--- config.mk ---
export PLATFORM = sky130hd
export DESIGN_NAME = reset_power_supervisor
export DESIGN_NICKNAME = d
export VERILOG_FILES = /design/src/shared/rps_pkg.sv /design/src/shared/cfg_load_if.sv /design/src/logic/reset_power_supervisor.sv /design/src/logic/config_loader.sv
export SDC_FILE = /design/constraint.sdc
export NUM_CORES = 1
export LEC_CHECK = 0
export CAP_MARGIN = 20
export CORE_MARGIN = 10
export CORE_UTILIZATION = 45
export DETAILED_ROUTE_END_ITERATION = 10
export DONT_BUFFER_PORTS = 1
export PLACE_DENSITY_LB_ADDON = 0.25
export SYNTH_ARGS = -nofsm -noshare
export SYNTH_HDL_FRONTEND = slang
export SYNTH_HIERARCHICAL = 1
export SYNTH_SLANG_ARGS = --single-unit
--- constraint.sdc ---
create_clock -name core_clk -period 2.9 [get_ports core_clk]
set_clock_uncertainty 0.15 [all_clocks]
set_input_delay 0.29 -clock core_clk [delete_from_list [all_inputs] [get_ports core_clk]]
set_output_delay 0.29 -clock core_clk [all_outputs]
set_load 0.005 [all_outputs]
--- src/shared/rps_pkg.sv ---
/*
 Constants, layouts and state types of the reset and power supervisor.
 Assumes an 8051-style byte register bus and a byte-wide flash read port.
*/
// Behaviour
// RULE1: After power-on, hold reset 20 ms, then load config word from last flash bytes.
// RULE2: Non power-on resets keep the loaded config word; no reload.
// RULE3: Every reset source returns all registers to defaults. Code keeps the written F7h value through non power-on resets.
// RULE4: Outside party holds reset pin low at least 2 slow RC cycles.
// RULE5: Reset pin acts only when config high bit 6 is set.
// RULE6: Writing 56h to the command register at 97h resets the chip.
// RULE7: Watchdog counts in fast and slow modes, stops in idle and stop.
// RULE8: Watchdog overflows after 65536 counts, or 32768 with prescale bit set.
// RULE9: Watchdog overflow resets only when config high bit 4 is set.
// RULE10: Any reset or writing 1 to bit 3 at F8h clears the watchdog.
// RULE11: With config bit 1 set, battery detector low input resets the chip.
// RULE12: Firmware keeps the first low-voltage reset enabled always.
// RULE13: Bit 7 at C2h set and comparator result 0 resets the chip.
// RULE14: Firmware sets divider select and waits for bandgap before enabling.
// RULE15: Divider select 0000 disables comparator; other codes pick trip levels.
// RULE16: Bit 7 at C3h reads comparator result, 1 when battery divider higher.
// RULE17: Bit 6 at A7h drives regulator enable; resets to 1.
// RULE18: Run voltage code, A7h bits 5..3, applies in fast and slow modes.
// RULE19: Low-power code, A7h bits 2..0, applies in idle and stop.
// RULE20: Firmware uses regulator off, or on with code 7, on fast clocks.
// RULE21: Bit 4 at 94h drives the supply noise filter output.
// RULE22: Writing 65h sets flash write permit, other values clear; reads bit 0.
// RULE23: After power-on the config low byte is copied to F7h, then writable.
// RULE24: All reset sources merge into one chip reset with synchronous release.
package rps_pkg;
	// ****************
	// Timing
	// ****************
	localparam int CLK_HZ = 25_000_000;
	localparam int WARMUP_MS = 20;
	localparam int WARMUP_CYCLES = CLK_HZ / 1000 * WARMUP_MS;
	localparam int RST_HOLD_CYCLES = 4;
	localparam int PIN_LOW_SAMPLES = 2;
	localparam int CNT_W = 20;
	localparam logic [15:0] WDT_TOP_LONG = 16'hFFFF;
	localparam logic [15:0] WDT_TOP_SHORT = 16'h7FFF;

	// ****************
	// Register map
	// ****************
	localparam logic [7:0] ADDR_OPTION = 8'h94;
	localparam logic [7:0] ADDR_SOFTWARE_COMMAND = 8'h97;
	localparam logic [7:0] ADDR_REGULATOR_VOLTAGE_CONTROL = 8'hA7;
	localparam logic [7:0] ADDR_BGSEL = 8'hC2;
	localparam logic [7:0] ADDR_BGRES = 8'hC3;
	localparam logic [7:0] ADDR_CFGLOW = 8'hF7;
	localparam logic [7:0] ADDR_AUX = 8'hF8;
	localparam logic [14:0] FLASH_CFG_LOW = 15'h7FFE;
	localparam logic [14:0] FLASH_CFG_HIGH = 15'h7FFF;

	// ****************
	// Fields and resets
	// ****************
	localparam int OPT_NOISE_BIT = 4;
	localparam int OPT_WDT_PSC_BIT = 2;
	localparam int REGULATOR_VOLTAGE_CONTROL_REG_EN_BIT = 6;
	localparam int REGULATOR_VOLTAGE_CONTROL_RUN_LSB = 3;
	localparam int REGULATOR_VOLTAGE_CONTROL_LOW_LSB = 0;
	localparam int BG_SECOND_LOW_VOLTAGE_RESET_EN_BIT = 7;
	localparam int BG_SEL_LSB = 0;
	localparam int RES_CMP_BIT = 7;
	localparam int AUX_WDCLR_BIT = 3;
	localparam int CFGH_PIN_EN_BIT = 6;
	localparam int CFGH_WDT_EN_BIT = 4;
	localparam int CFGH_FIRST_LOW_VOLTAGE_RESET_EN_BIT = 1;
	localparam int SOFTWARE_COMMAND_PERMIT_BIT = 0;
	localparam logic [7:0] OPTION_RST = 8'hC1;
	localparam logic [7:0] REGULATOR_VOLTAGE_CONTROL_RST = 8'h7F;
	localparam logic [7:0] REGULATOR_VOLTAGE_CONTROL_MASK = 8'h7F;
	localparam logic [7:0] BGSEL_RST = 8'h00;
	localparam logic [7:0] AUX_RST = 8'h00;
	localparam logic [7:0] AUX_MASK = 8'h17;
	localparam logic [7:0] CFGL_MASK = 8'h1F;
	localparam logic [3:0] CMP_OFF = 4'h0;
	localparam logic [7:0] SOFTWARE_COMMAND_RESET = 8'h56;
	localparam logic [7:0] SOFTWARE_COMMAND_PERMIT = 8'h65;

	typedef enum logic [1:0] {ST_WARMUP, ST_LOAD, ST_RUN, ST_HOLD} sup_state_t;
	typedef enum logic [1:0] {LD_IDLE, LD_LOW, LD_HIGH} load_state_t;
endpackage

--- src/shared/cfg_load_if.sv ---
/*
 Handshake between the supervisor and its config word loader.
 Assumes both ends run on core_clk.
*/
`timescale 1ns/10ps
`default_nettype none
interface cfg_load_if;
	logic start;
	logic done;
	logic [7:0] high;
	logic [7:0] low;
	modport sup (output start, input done, input high, input low);
	modport ldr (input start, output done, output high, output low);
endinterface
`default_nettype wire

--- src/logic/reset_power_supervisor.sv ---
/*
 Reset merging, watchdog, regulator and comparator control registers.
 Assumes sys_rst is the power-on detector, inputs are synchronous to
 core_clk and the analog comparator and battery detector are outside.
*/
`timescale 1ns/10ps
`default_nettype none
module reset_power_supervisor #(
	parameter int WARMUP_CYCLES = rps_pkg::WARMUP_CYCLES,
	parameter int RST_HOLD_CYCLES = rps_pkg::RST_HOLD_CYCLES
) (
	// Clock and power-on reset
	input wire logic core_clk,
	input wire logic sys_rst,
	// Register bus
	input wire logic [7:0] sfr_addr,
	input wire logic sfr_wr,
	input wire logic sfr_rd,
	input wire logic [7:0] sfr_wdata,
	output logic [7:0] sfr_rdata,
	// Flash read port for the config word
	output logic [14:0] flash_addr,
	output logic flash_rd,
	input wire logic [7:0] flash_rdata,
	input wire logic flash_valid,
	// Reset sources and operating mode
	input wire logic reset_pin_n,
	input wire logic slow_rc_clock,
	input wire logic battery_low,
	input wire logic comparator_in,
	input wire logic cpu_idle,
	input wire logic cpu_stop,
	// Controls
	output logic chip_rst,
	output logic regulator_enable,
	output logic [2:0] vdd_code,
	output logic [3:0] comparator_divider_select,
	output logic supply_noise_filter,
	output logic flash_app_write_permit,
	output logic [4:0] frc_trim
);
	// ****************
	// Elaboration checks
	// ****************
	if (WARMUP_CYCLES < 1 || WARMUP_CYCLES > 2 ** rps_pkg::CNT_W) begin : g_chk_warm
		$error("WARMUP_CYCLES out of range");
	end
	if (RST_HOLD_CYCLES < 1 || RST_HOLD_CYCLES > 2 ** rps_pkg::CNT_W) begin : g_chk_hold
		$error("RST_HOLD_CYCLES out of range");
	end
	if (rps_pkg::PIN_LOW_SAMPLES < 1 || rps_pkg::PIN_LOW_SAMPLES > 3) begin : g_chk_pin
		$error("PIN_LOW_SAMPLES out of range");
	end

	localparam logic [rps_pkg::CNT_W-1:0] WARM_LOAD = rps_pkg::CNT_W'(WARMUP_CYCLES - 1);
	localparam logic [rps_pkg::CNT_W-1:0] HOLD_LOAD = rps_pkg::CNT_W'(RST_HOLD_CYCLES - 1);
	localparam logic [1:0] PIN_SAMPLES = 2'(rps_pkg::PIN_LOW_SAMPLES);

	typedef struct packed {
		rps_pkg::sup_state_t st;
		logic [rps_pkg::CNT_W-1:0] cnt;
		logic chip_rst;
		logic load_start;
		logic rc_prev;
		logic [1:0] pin_low;
		logic [15:0] wdt;
		logic [7:0] option;
		logic [7:0] regulator_voltage_control;
		logic [7:0] bgsel;
		logic [7:0] aux;
		logic [7:0] cfg_low;
		logic permit;
		logic [2:0] vdd_code;
		logic [7:0] rdata;
	} sup_reg_t;

	sup_reg_t s_r, s_nxt;
	cfg_load_if cfg ();

	config_loader u_loader (
		.core_clk(core_clk),
		.sys_rst(sys_rst),
		.cfg(cfg),
		.flash_addr(flash_addr),
		.flash_rd(flash_rd),
		.flash_rdata(flash_rdata),
		.flash_valid(flash_valid)
	);

	// ****************
	// Next state
	// ****************
	logic rc_rise;
	logic pin_req;
	logic first_low_voltage_reset_req;
	logic second_low_voltage_reset_req;
	logic cmp_result;
	logic wr_hit;
	logic sw_reset;
	logic wdt_run;
	logic [15:0] wdt_top;
	logic wdt_ovf;
	logic level_req;

	// ****************
	// Functions
	// ****************
	// Idle and stop run on the low-power code, other modes on the run code
	function automatic logic [2:0] pick_code(input logic [7:0] regulator_voltage_control, input logic low_power);
		if (low_power) begin
			return regulator_voltage_control[rps_pkg::REGULATOR_VOLTAGE_CONTROL_LOW_LSB +: 3];
		end
		return regulator_voltage_control[rps_pkg::REGULATOR_VOLTAGE_CONTROL_RUN_LSB +: 3];
	endfunction

	always_comb begin
		s_nxt = s_r;
		s_nxt.load_start = 1'b0;
		rc_rise = slow_rc_clock & ~s_r.rc_prev;
		s_nxt.rc_prev = slow_rc_clock;
		// Slow RC sampling of the pin; one low sample is not a request
		if (rc_rise) begin // see RULE4
			if (!reset_pin_n) begin
				if (s_r.pin_low < PIN_SAMPLES) begin
					s_nxt.pin_low = s_r.pin_low + 2'h1;
				end
			end else begin
				s_nxt.pin_low = 2'h0;
			end
		end
		pin_req = (s_r.pin_low >= PIN_SAMPLES) & ~reset_pin_n & cfg.high[rps_pkg::CFGH_PIN_EN_BIT]; // see RULE5
		first_low_voltage_reset_req = battery_low & cfg.high[rps_pkg::CFGH_FIRST_LOW_VOLTAGE_RESET_EN_BIT]; // see RULE11
		// Disabled comparator reads as low battery
		cmp_result = comparator_in & (s_r.bgsel[3:0] != rps_pkg::CMP_OFF); // see RULE15
		second_low_voltage_reset_req = s_r.bgsel[rps_pkg::BG_SECOND_LOW_VOLTAGE_RESET_EN_BIT] & ~cmp_result; // see RULE13
		level_req = pin_req | first_low_voltage_reset_req;
		wr_hit = sfr_wr & (s_r.st == rps_pkg::ST_RUN);
		sw_reset = wr_hit & (sfr_addr == rps_pkg::ADDR_SOFTWARE_COMMAND) & (sfr_wdata == rps_pkg::SOFTWARE_COMMAND_RESET); // see RULE6
		wdt_run = ~cpu_idle & ~cpu_stop; // see RULE7
		wdt_top = s_r.option[rps_pkg::OPT_WDT_PSC_BIT] ? rps_pkg::WDT_TOP_SHORT : rps_pkg::WDT_TOP_LONG; // see RULE8
		// Overflow without its enable just wraps the counter
		wdt_ovf = wdt_run & (s_r.wdt == wdt_top);

		// Register file and watchdog in normal operation
		if (wr_hit) begin
			case (sfr_addr)
				rps_pkg::ADDR_OPTION: begin
					s_nxt.option = sfr_wdata;
				end
				rps_pkg::ADDR_REGULATOR_VOLTAGE_CONTROL: begin
					s_nxt.regulator_voltage_control = sfr_wdata & rps_pkg::REGULATOR_VOLTAGE_CONTROL_MASK;
				end
				rps_pkg::ADDR_BGSEL: begin
					s_nxt.bgsel = sfr_wdata;
				end
				rps_pkg::ADDR_AUX: begin
					s_nxt.aux = sfr_wdata & rps_pkg::AUX_MASK;
				end
				rps_pkg::ADDR_CFGLOW: begin
					s_nxt.cfg_low = sfr_wdata & rps_pkg::CFGL_MASK; // see RULE23
				end
				rps_pkg::ADDR_SOFTWARE_COMMAND: begin
					s_nxt.permit = (sfr_wdata == rps_pkg::SOFTWARE_COMMAND_PERMIT); // see RULE22
				end
				default: begin
					// Result register and unmapped writes are dropped
				end
			endcase
		end
		// Clear beats overflow at the counter, both leaving it at zero; an enabled overflow still resets the chip
		if (wr_hit && sfr_addr == rps_pkg::ADDR_AUX && sfr_wdata[rps_pkg::AUX_WDCLR_BIT]) begin
			s_nxt.wdt = 16'h0000; // see RULE10
		end else if (wdt_ovf) begin
			s_nxt.wdt = 16'h0000;
		end else if (wdt_run) begin
			s_nxt.wdt = s_r.wdt + 16'h0001; // see RULE7
		end
		// Read data is registered, so the bus sees it one cycle later
		if (sfr_rd) begin
			case (sfr_addr)
				rps_pkg::ADDR_OPTION: begin
					s_nxt.rdata = s_r.option;
				end
				rps_pkg::ADDR_REGULATOR_VOLTAGE_CONTROL: begin
					s_nxt.rdata = s_r.regulator_voltage_control;
				end
				rps_pkg::ADDR_BGSEL: begin
					s_nxt.rdata = s_r.bgsel;
				end
				rps_pkg::ADDR_BGRES: begin
					s_nxt.rdata = {cmp_result, 7'h00}; // see RULE16
				end
				rps_pkg::ADDR_AUX: begin
					s_nxt.rdata = s_r.aux;
				end
				rps_pkg::ADDR_CFGLOW: begin
					s_nxt.rdata = s_r.cfg_low;
				end
				rps_pkg::ADDR_SOFTWARE_COMMAND: begin
					s_nxt.rdata = {7'h00, s_r.permit}; // see RULE22
				end
				default: begin
					s_nxt.rdata = 8'h00;
				end
			endcase
		end
		s_nxt.vdd_code = pick_code(s_nxt.regulator_voltage_control, cpu_idle | cpu_stop); // see RULE18, RULE19

		// Reset sequencing
		case (s_r.st)
			rps_pkg::ST_WARMUP: begin
				if (s_r.cnt == '0) begin // see RULE1
					s_nxt.st = rps_pkg::ST_LOAD;
					s_nxt.load_start = 1'b1;
				end else begin
					s_nxt.cnt = s_r.cnt - 1'b1;
				end
			end
			rps_pkg::ST_LOAD: begin
				if (cfg.done) begin // see RULE1
					s_nxt.st = rps_pkg::ST_RUN;
					s_nxt.chip_rst = 1'b0;
					s_nxt.cfg_low = cfg.low & rps_pkg::CFGL_MASK; // see RULE23
				end
			end
			rps_pkg::ST_RUN: begin
				// Any source asserts at once; no reload of the config word
				if (level_req || second_low_voltage_reset_req || sw_reset || (wdt_ovf && cfg.high[rps_pkg::CFGH_WDT_EN_BIT])) begin // see RULE24, RULE9, RULE2
					s_nxt.st = rps_pkg::ST_HOLD;
					s_nxt.chip_rst = 1'b1;
					s_nxt.cnt = HOLD_LOAD;
				end
			end
			rps_pkg::ST_HOLD: begin
				// Level sources stretch the hold; release is clocked
				if (level_req) begin // see RULE24
					s_nxt.cnt = HOLD_LOAD;
				end else if (s_r.cnt == '0) begin
					s_nxt.st = rps_pkg::ST_RUN;
					s_nxt.chip_rst = 1'b0;
				end else begin
					s_nxt.cnt = s_r.cnt - 1'b1;
				end
			end
			default: begin
				s_nxt.st = rps_pkg::ST_HOLD;
				s_nxt.chip_rst = 1'b1;
				s_nxt.cnt = HOLD_LOAD;
			end
		endcase

		// Registers other than F7h sit at defaults for as long as the chip is in reset; F7h keeps its value
		if (s_nxt.st != rps_pkg::ST_RUN) begin // see RULE3
			s_nxt.option = rps_pkg::OPTION_RST;
			s_nxt.regulator_voltage_control = rps_pkg::REGULATOR_VOLTAGE_CONTROL_RST; // see RULE17
			s_nxt.bgsel = rps_pkg::BGSEL_RST;
			s_nxt.aux = rps_pkg::AUX_RST;
			s_nxt.permit = 1'b0;
			s_nxt.wdt = 16'h0000; // see RULE10
			s_nxt.rdata = 8'h00;
			s_nxt.vdd_code = rps_pkg::REGULATOR_VOLTAGE_CONTROL_RST[rps_pkg::REGULATOR_VOLTAGE_CONTROL_RUN_LSB +: 3];
		end
	end

	// ****************
	// State register
	// ****************
	always_ff @(posedge core_clk or posedge sys_rst) begin
		if (sys_rst) begin
			// Warm-up starts with the chip held in reset
			s_r <= '{st: rps_pkg::ST_WARMUP,
				cnt: WARM_LOAD,
				chip_rst: 1'b1,
				load_start: 1'b0,
				rc_prev: 1'b0,
				pin_low: 2'h0,
				wdt: 16'h0000,
				option: rps_pkg::OPTION_RST,
				regulator_voltage_control: rps_pkg::REGULATOR_VOLTAGE_CONTROL_RST,
				bgsel: rps_pkg::BGSEL_RST,
				aux: rps_pkg::AUX_RST,
				cfg_low: 8'h00,
				permit: 1'b0,
				vdd_code: rps_pkg::REGULATOR_VOLTAGE_CONTROL_RST[rps_pkg::REGULATOR_VOLTAGE_CONTROL_RUN_LSB +: 3],
				rdata: 8'h00
			};
		end else begin
			s_r <= s_nxt;
		end
	end

	// ****************
	// Outputs
	// ****************
	assign cfg.start = s_r.load_start;
	assign chip_rst = s_r.chip_rst;
	assign sfr_rdata = s_r.rdata;
	assign regulator_enable = s_r.regulator_voltage_control[rps_pkg::REGULATOR_VOLTAGE_CONTROL_REG_EN_BIT]; // see RULE17
	assign vdd_code = s_r.vdd_code;
	assign comparator_divider_select = s_r.bgsel[rps_pkg::BG_SEL_LSB +: 4]; // see RULE15
	assign supply_noise_filter = s_r.option[rps_pkg::OPT_NOISE_BIT]; // see RULE21
	assign flash_app_write_permit = s_r.permit;
	assign frc_trim = s_r.cfg_low[4:0];
endmodule
`default_nettype wire

--- src/logic/config_loader.sv ---
/*
 Fetches the two config bytes from the top of flash on request.
 Assumes the flash answers a held read with one flash_valid pulse.
*/
`timescale 1ns/10ps
`default_nettype none
module config_loader (
	// Clock and reset
	input wire logic core_clk,
	input wire logic sys_rst,
	// Supervisor side
	cfg_load_if.ldr cfg,
	// Flash read port
	output logic [14:0] flash_addr,
	output logic flash_rd,
	input wire logic [7:0] flash_rdata,
	input wire logic flash_valid
);
	typedef struct packed {
		rps_pkg::load_state_t st;
		logic [14:0] addr;
		logic rd;
		logic done;
		logic [7:0] high;
		logic [7:0] low;
	} ldr_state_t;

	ldr_state_t s_r, s_nxt;

	// Kept across chip resets: only power-on clears it
	always_comb begin // see RULE2
		s_nxt = s_r;
		s_nxt.done = 1'b0;
		case (s_r.st)
			rps_pkg::LD_IDLE: begin
				if (cfg.start) begin
					s_nxt.addr = rps_pkg::FLASH_CFG_LOW;
					s_nxt.rd = 1'b1;
					s_nxt.st = rps_pkg::LD_LOW;
				end
			end
			rps_pkg::LD_LOW: begin
				if (flash_valid) begin
					s_nxt.low = flash_rdata;
					s_nxt.addr = rps_pkg::FLASH_CFG_HIGH;
					s_nxt.st = rps_pkg::LD_HIGH;
				end
			end
			rps_pkg::LD_HIGH: begin
				if (flash_valid) begin
					s_nxt.high = flash_rdata;
					s_nxt.rd = 1'b0;
					s_nxt.done = 1'b1;
					s_nxt.st = rps_pkg::LD_IDLE;
				end
			end
			default: begin
				s_nxt.st = rps_pkg::LD_IDLE;
				s_nxt.rd = 1'b0;
			end
		endcase
	end

	always_ff @(posedge core_clk or posedge sys_rst) begin
		if (sys_rst) begin
			s_r <= '0;
		end else begin
			s_r <= s_nxt;
		end
	end

	assign cfg.done = s_r.done;
	assign cfg.high = s_r.high;
	assign cfg.low = s_r.low;
	assign flash_addr = s_r.addr;
	assign flash_rd = s_r.rd;
endmodule
`default_nettype wire

==> flow_metrics.env <==
export IMPL_timing_hold_worst_class="in2reg"
export IMPL_grt_use_total=0.158
export IMPL_critical_path_buf_inv_count=1
export IMPL_grt_start_max_net_pins=48
export IMPL_wirelength_um=13600
export IMPL_min_delay_path_depth=2
export IMPL_regArea_um2=2630
export IMPL_detail_route_iter0_violations=423
export IMPL_cts_inserted_buffers=9
export IMPL_antenna_left=0
export IMPL_fmaxAchievable_mhz=362
export IMPL_avgViaCountPerCell=5.71
export IMPL_hold_start="sfr_wdata[0]"
export IMPL_fp_dieArea_um2=17300
export IMPL_combinationalPowerShare=0.207
export IMPL_run_status="completed"
export IMPL_setup_worst_path_class="reg2reg"
export IMPL_clock_sinks=104
export IMPL_grt_antenna_before_repair=0
export IMPL_worst_path_max_fanout=31
export IMPL_dieWidth_um=131
export IMPL_sequence_of_cells_on_the_critical_path="ha_1, or3b_1, nor4b_2, a311o_1, nor2_2, buf_12, or4b_2, a21oi_1"
export IMPL_static_leakage_power_nw=2.48
export IMPL_final_period_utilization=0.954
export IMPL_final_period_minus_worst_setup_slack_ns=2.77
export IMPL_power_net_switching_w=0.00122
export IMPL_reg2reg_slack_ns=0.13
export IMPL_drt_first_pass_iters=5
export IMPL_synth_cells=574
export IMPL_placementRows=40
export IMPL_seq_power_share=0.475
export IMPL_syn_nets=613
export IMPL_insertion_delay_ns=0.35
export IMPL_report_final_hold_viol_count=0
export IMPL_final_cell_count_no_fill=733
export IMPL_routedWlPerCell_um=18.5
export IMPL_max_slew_margin=0.560
export IMPL_power_density_nw_per_um2=657
export IMPL_yosys_warnings=6
export IMPL_clock_group_share_of_total_power=0.318
export IMPL_grt_pass1_vias=4106
export IMPL_antennaDiodeCount=0
export IMPL_critical_path_s_top_delay_family="simple AND/OR/NAND/NOR gates"
export IMPL_post_route_cells_drive_above_1_share=0.159
export IMPL_critical_path_endpoint_type="flip-flop"
export IMPL_rsz0062_at_grt="no"
export IMPL_worst_setup_path_start_kind="flip-flop"
export IMPL_cts_tree="built"
export IMPL_internal_power_w=0.00277
export IMPL_io_buffer_count=0
export IMPL_setup_viol_count_final=0
export IMPL_grt_pass1_wl_um=22400
export IMPL_number_of_buffers_on_the_longest_clock_path=2
export IMPL_grt_overflow_total=0
export IMPL_finish_utilization=0.501
export IMPL_setup_tns_final_ns=0
export IMPL_r2r_start="s_r[53]"
export IMPL_gp_congestion=0.892
export IMPL_rr_endpoint="s_r[78]"
export IMPL_clk_pin_slew_ns=0.07
export IMPL_dpl_cell_count=698
export IMPL_timing_critical_path_arrival_ns=2.89
export IMPL_worstPathRequired_ns=3.03
export IMPL_start_util=0.461
export IMPL_worst_r2r_path_depth=8
export IMPL_dp_final_hpwl_um=9580
export IMPL_holdPathEnd="frc_trim[0]"
export IMPL_postCtsSetupRepairBufs=0
export IMPL_fillerInstances=1148
export IMPL_floorplan_die_height_um=131
export IMPL_remaining_drc_errors=0
export IMPL_syn_mean_instance_area_um2=9.74
export IMPL_htreeDepth=3
export IMPL_post_synth_instance_area_um2=5590
export IMPL_critical_path_max_stage_delay_ns=0.60
export IMPL_power_w=0.00399
export IMPL_finalMaxSlewViolations=0
export IMPL_power_switching_fraction=0.305
export IMPL_placeableCoreArea_um2=12100
export IMPL_via_count=4183
export IMPL_area_growth_pct=8.57
export IMPL_maxcap_viol_count=0
export IMPL_vdd_drop_max_uv=365
export IMPL_clock_tree_root_cell="clkbuf_16"
export IMPL_worstMarginPinSlew_ns=0.660
export IMPL_multiInputGateArea_um2=2510
export IMPL_critical_path_slowest_cell="or4b_2"
export IMPL_final_net_count=599
export IMPL_design_portCount=75
export IMPL_fin_worst_hold_slack_ns=0.0101
metrics by stage:
stage                     area (um^2)  setup WS (ns)
after floorplan                  5590          0.166
after global placement           5550        0.00134
after global routing             6070         0.0204
after detailed placement         5550        -0.0541
after CTS                        6060         0.0238
final                            6070          0.135
how the worst max path moves through the flow:
| stage | startpoint | end | depth (start not counted) |
|---|---|---|---|
| 2_1_floorplan | sys_rst | cfg.start | 1 |
| 3_3_place_gp | s_r[53] | s_r[33] | 7 |
| 3_5_place_dp | s_r[53] | s_r[49] | 7 |
| 4_1_cts | s_r[53] | s_r[78] | 8 |
| 5_1_grt | s_r[53] | s_r[78] | 8 |
| 6_report | s_r[53] | s_r[78] | 8 |
state kept, by name, summed over array words and instances (netlist names):
signal and flops:
s_r 65, sfr_rdata 8, frc_trim 5, u_loader/cfg.low 5, comparator_divider_select 4, u_loader/cfg.high 3, vdd_code 3, u_loader/flash_addr 2
u_loader/s_r 2, cfg.start 1, chip_rst 1, flash_app_write_permit 1, regulator_enable 1, supply_noise_filter 1, u_loader/cfg.done 1, u_loader/flash_rd 1
placed cells by master, fill, tap and decap left out, types with 3 or more instances in the layout:
| master | n |
|---|---|
| a211oi_1 | 3 |
| a21oi_1 | 32 |
| a221oi_1 | 5 |
| a22oi_1 | 10 |
| a311oi_1 | 4 |
| a31oi_1 | 5 |
| and2_1 | 6 |
| and3_1 | 6 |
| buf_4 | 19 |
| clkbuf_16 | 9 |
| dfrtp_1 | 79 |
| dfstp_2 | 25 |
| dlygate4sd3_1 | 19 |
| ha_1 | 4 |
| inv_1 | 12 |
| mux2_2 | 11 |
| mux2i_1 | 33 |
| nand2_1 | 45 |
| nand2b_1 | 5 |
| nand3_1 | 14 |
| nand3b_1 | 5 |
| nand4_1 | 6 |
| nor2_1 | 77 |
| nor3_1 | 13 |
| nor4_1 | 3 |
| o211ai_1 | 3 |
| o21ai_0 | 12 |
| o31ai_1 | 11 |
| o41ai_1 | 3 |
| or2_2 | 4 |
| or3_1 | 6 |
| or4_1 | 13 |
| or4bb_1 | 3 |
| xnor2_1 | 4 |
| xor2_1 | 10 |
final cells by class:
type | count | share of cell area
Timing Repair Buffer | 39 | 0.0581
Clock buffer | 11 | 0.0416
Inverter | 13 | 0.00825
Clock inverter | 5 | 0.0103
Tap cell | 168 | 0.0346
Sequential cell | 104 | 0.434
Multi-Input combinational cell | 393 | 0.413
layer usage:
layer  part of all wire  vias to the layer above  global-route usage
li1                   -                     1985                   -
met4              0.014                        0              0.0593
met1               0.46                     2040               0.213
met5                  0                        -                   0
met3              0.072                       17              0.0408
met2               0.45                      141               0.237
power by group through the flow:
stage	Clock (W)	Combinational [W]	Sequential (W)
after floorplan	0	0.000693	0.00184
after global placement	0	0.000757	0.00191
after detailed placement	0	0.000784	0.00192
after CTS	0.00130	0.000821	0.00190
after global routing	0.00137	0.000939	0.00193
final	0.00127	0.000824	0.00190
timing repair:
item,CTS,global route
gates cloned,0,0
pin swaps,0,0
hold buffers,19,0
gates resized for setup,1,2
hold endpoints to repair,130,0
setup endpoints to repair,26,8
(Power assumes the default switching activity.)
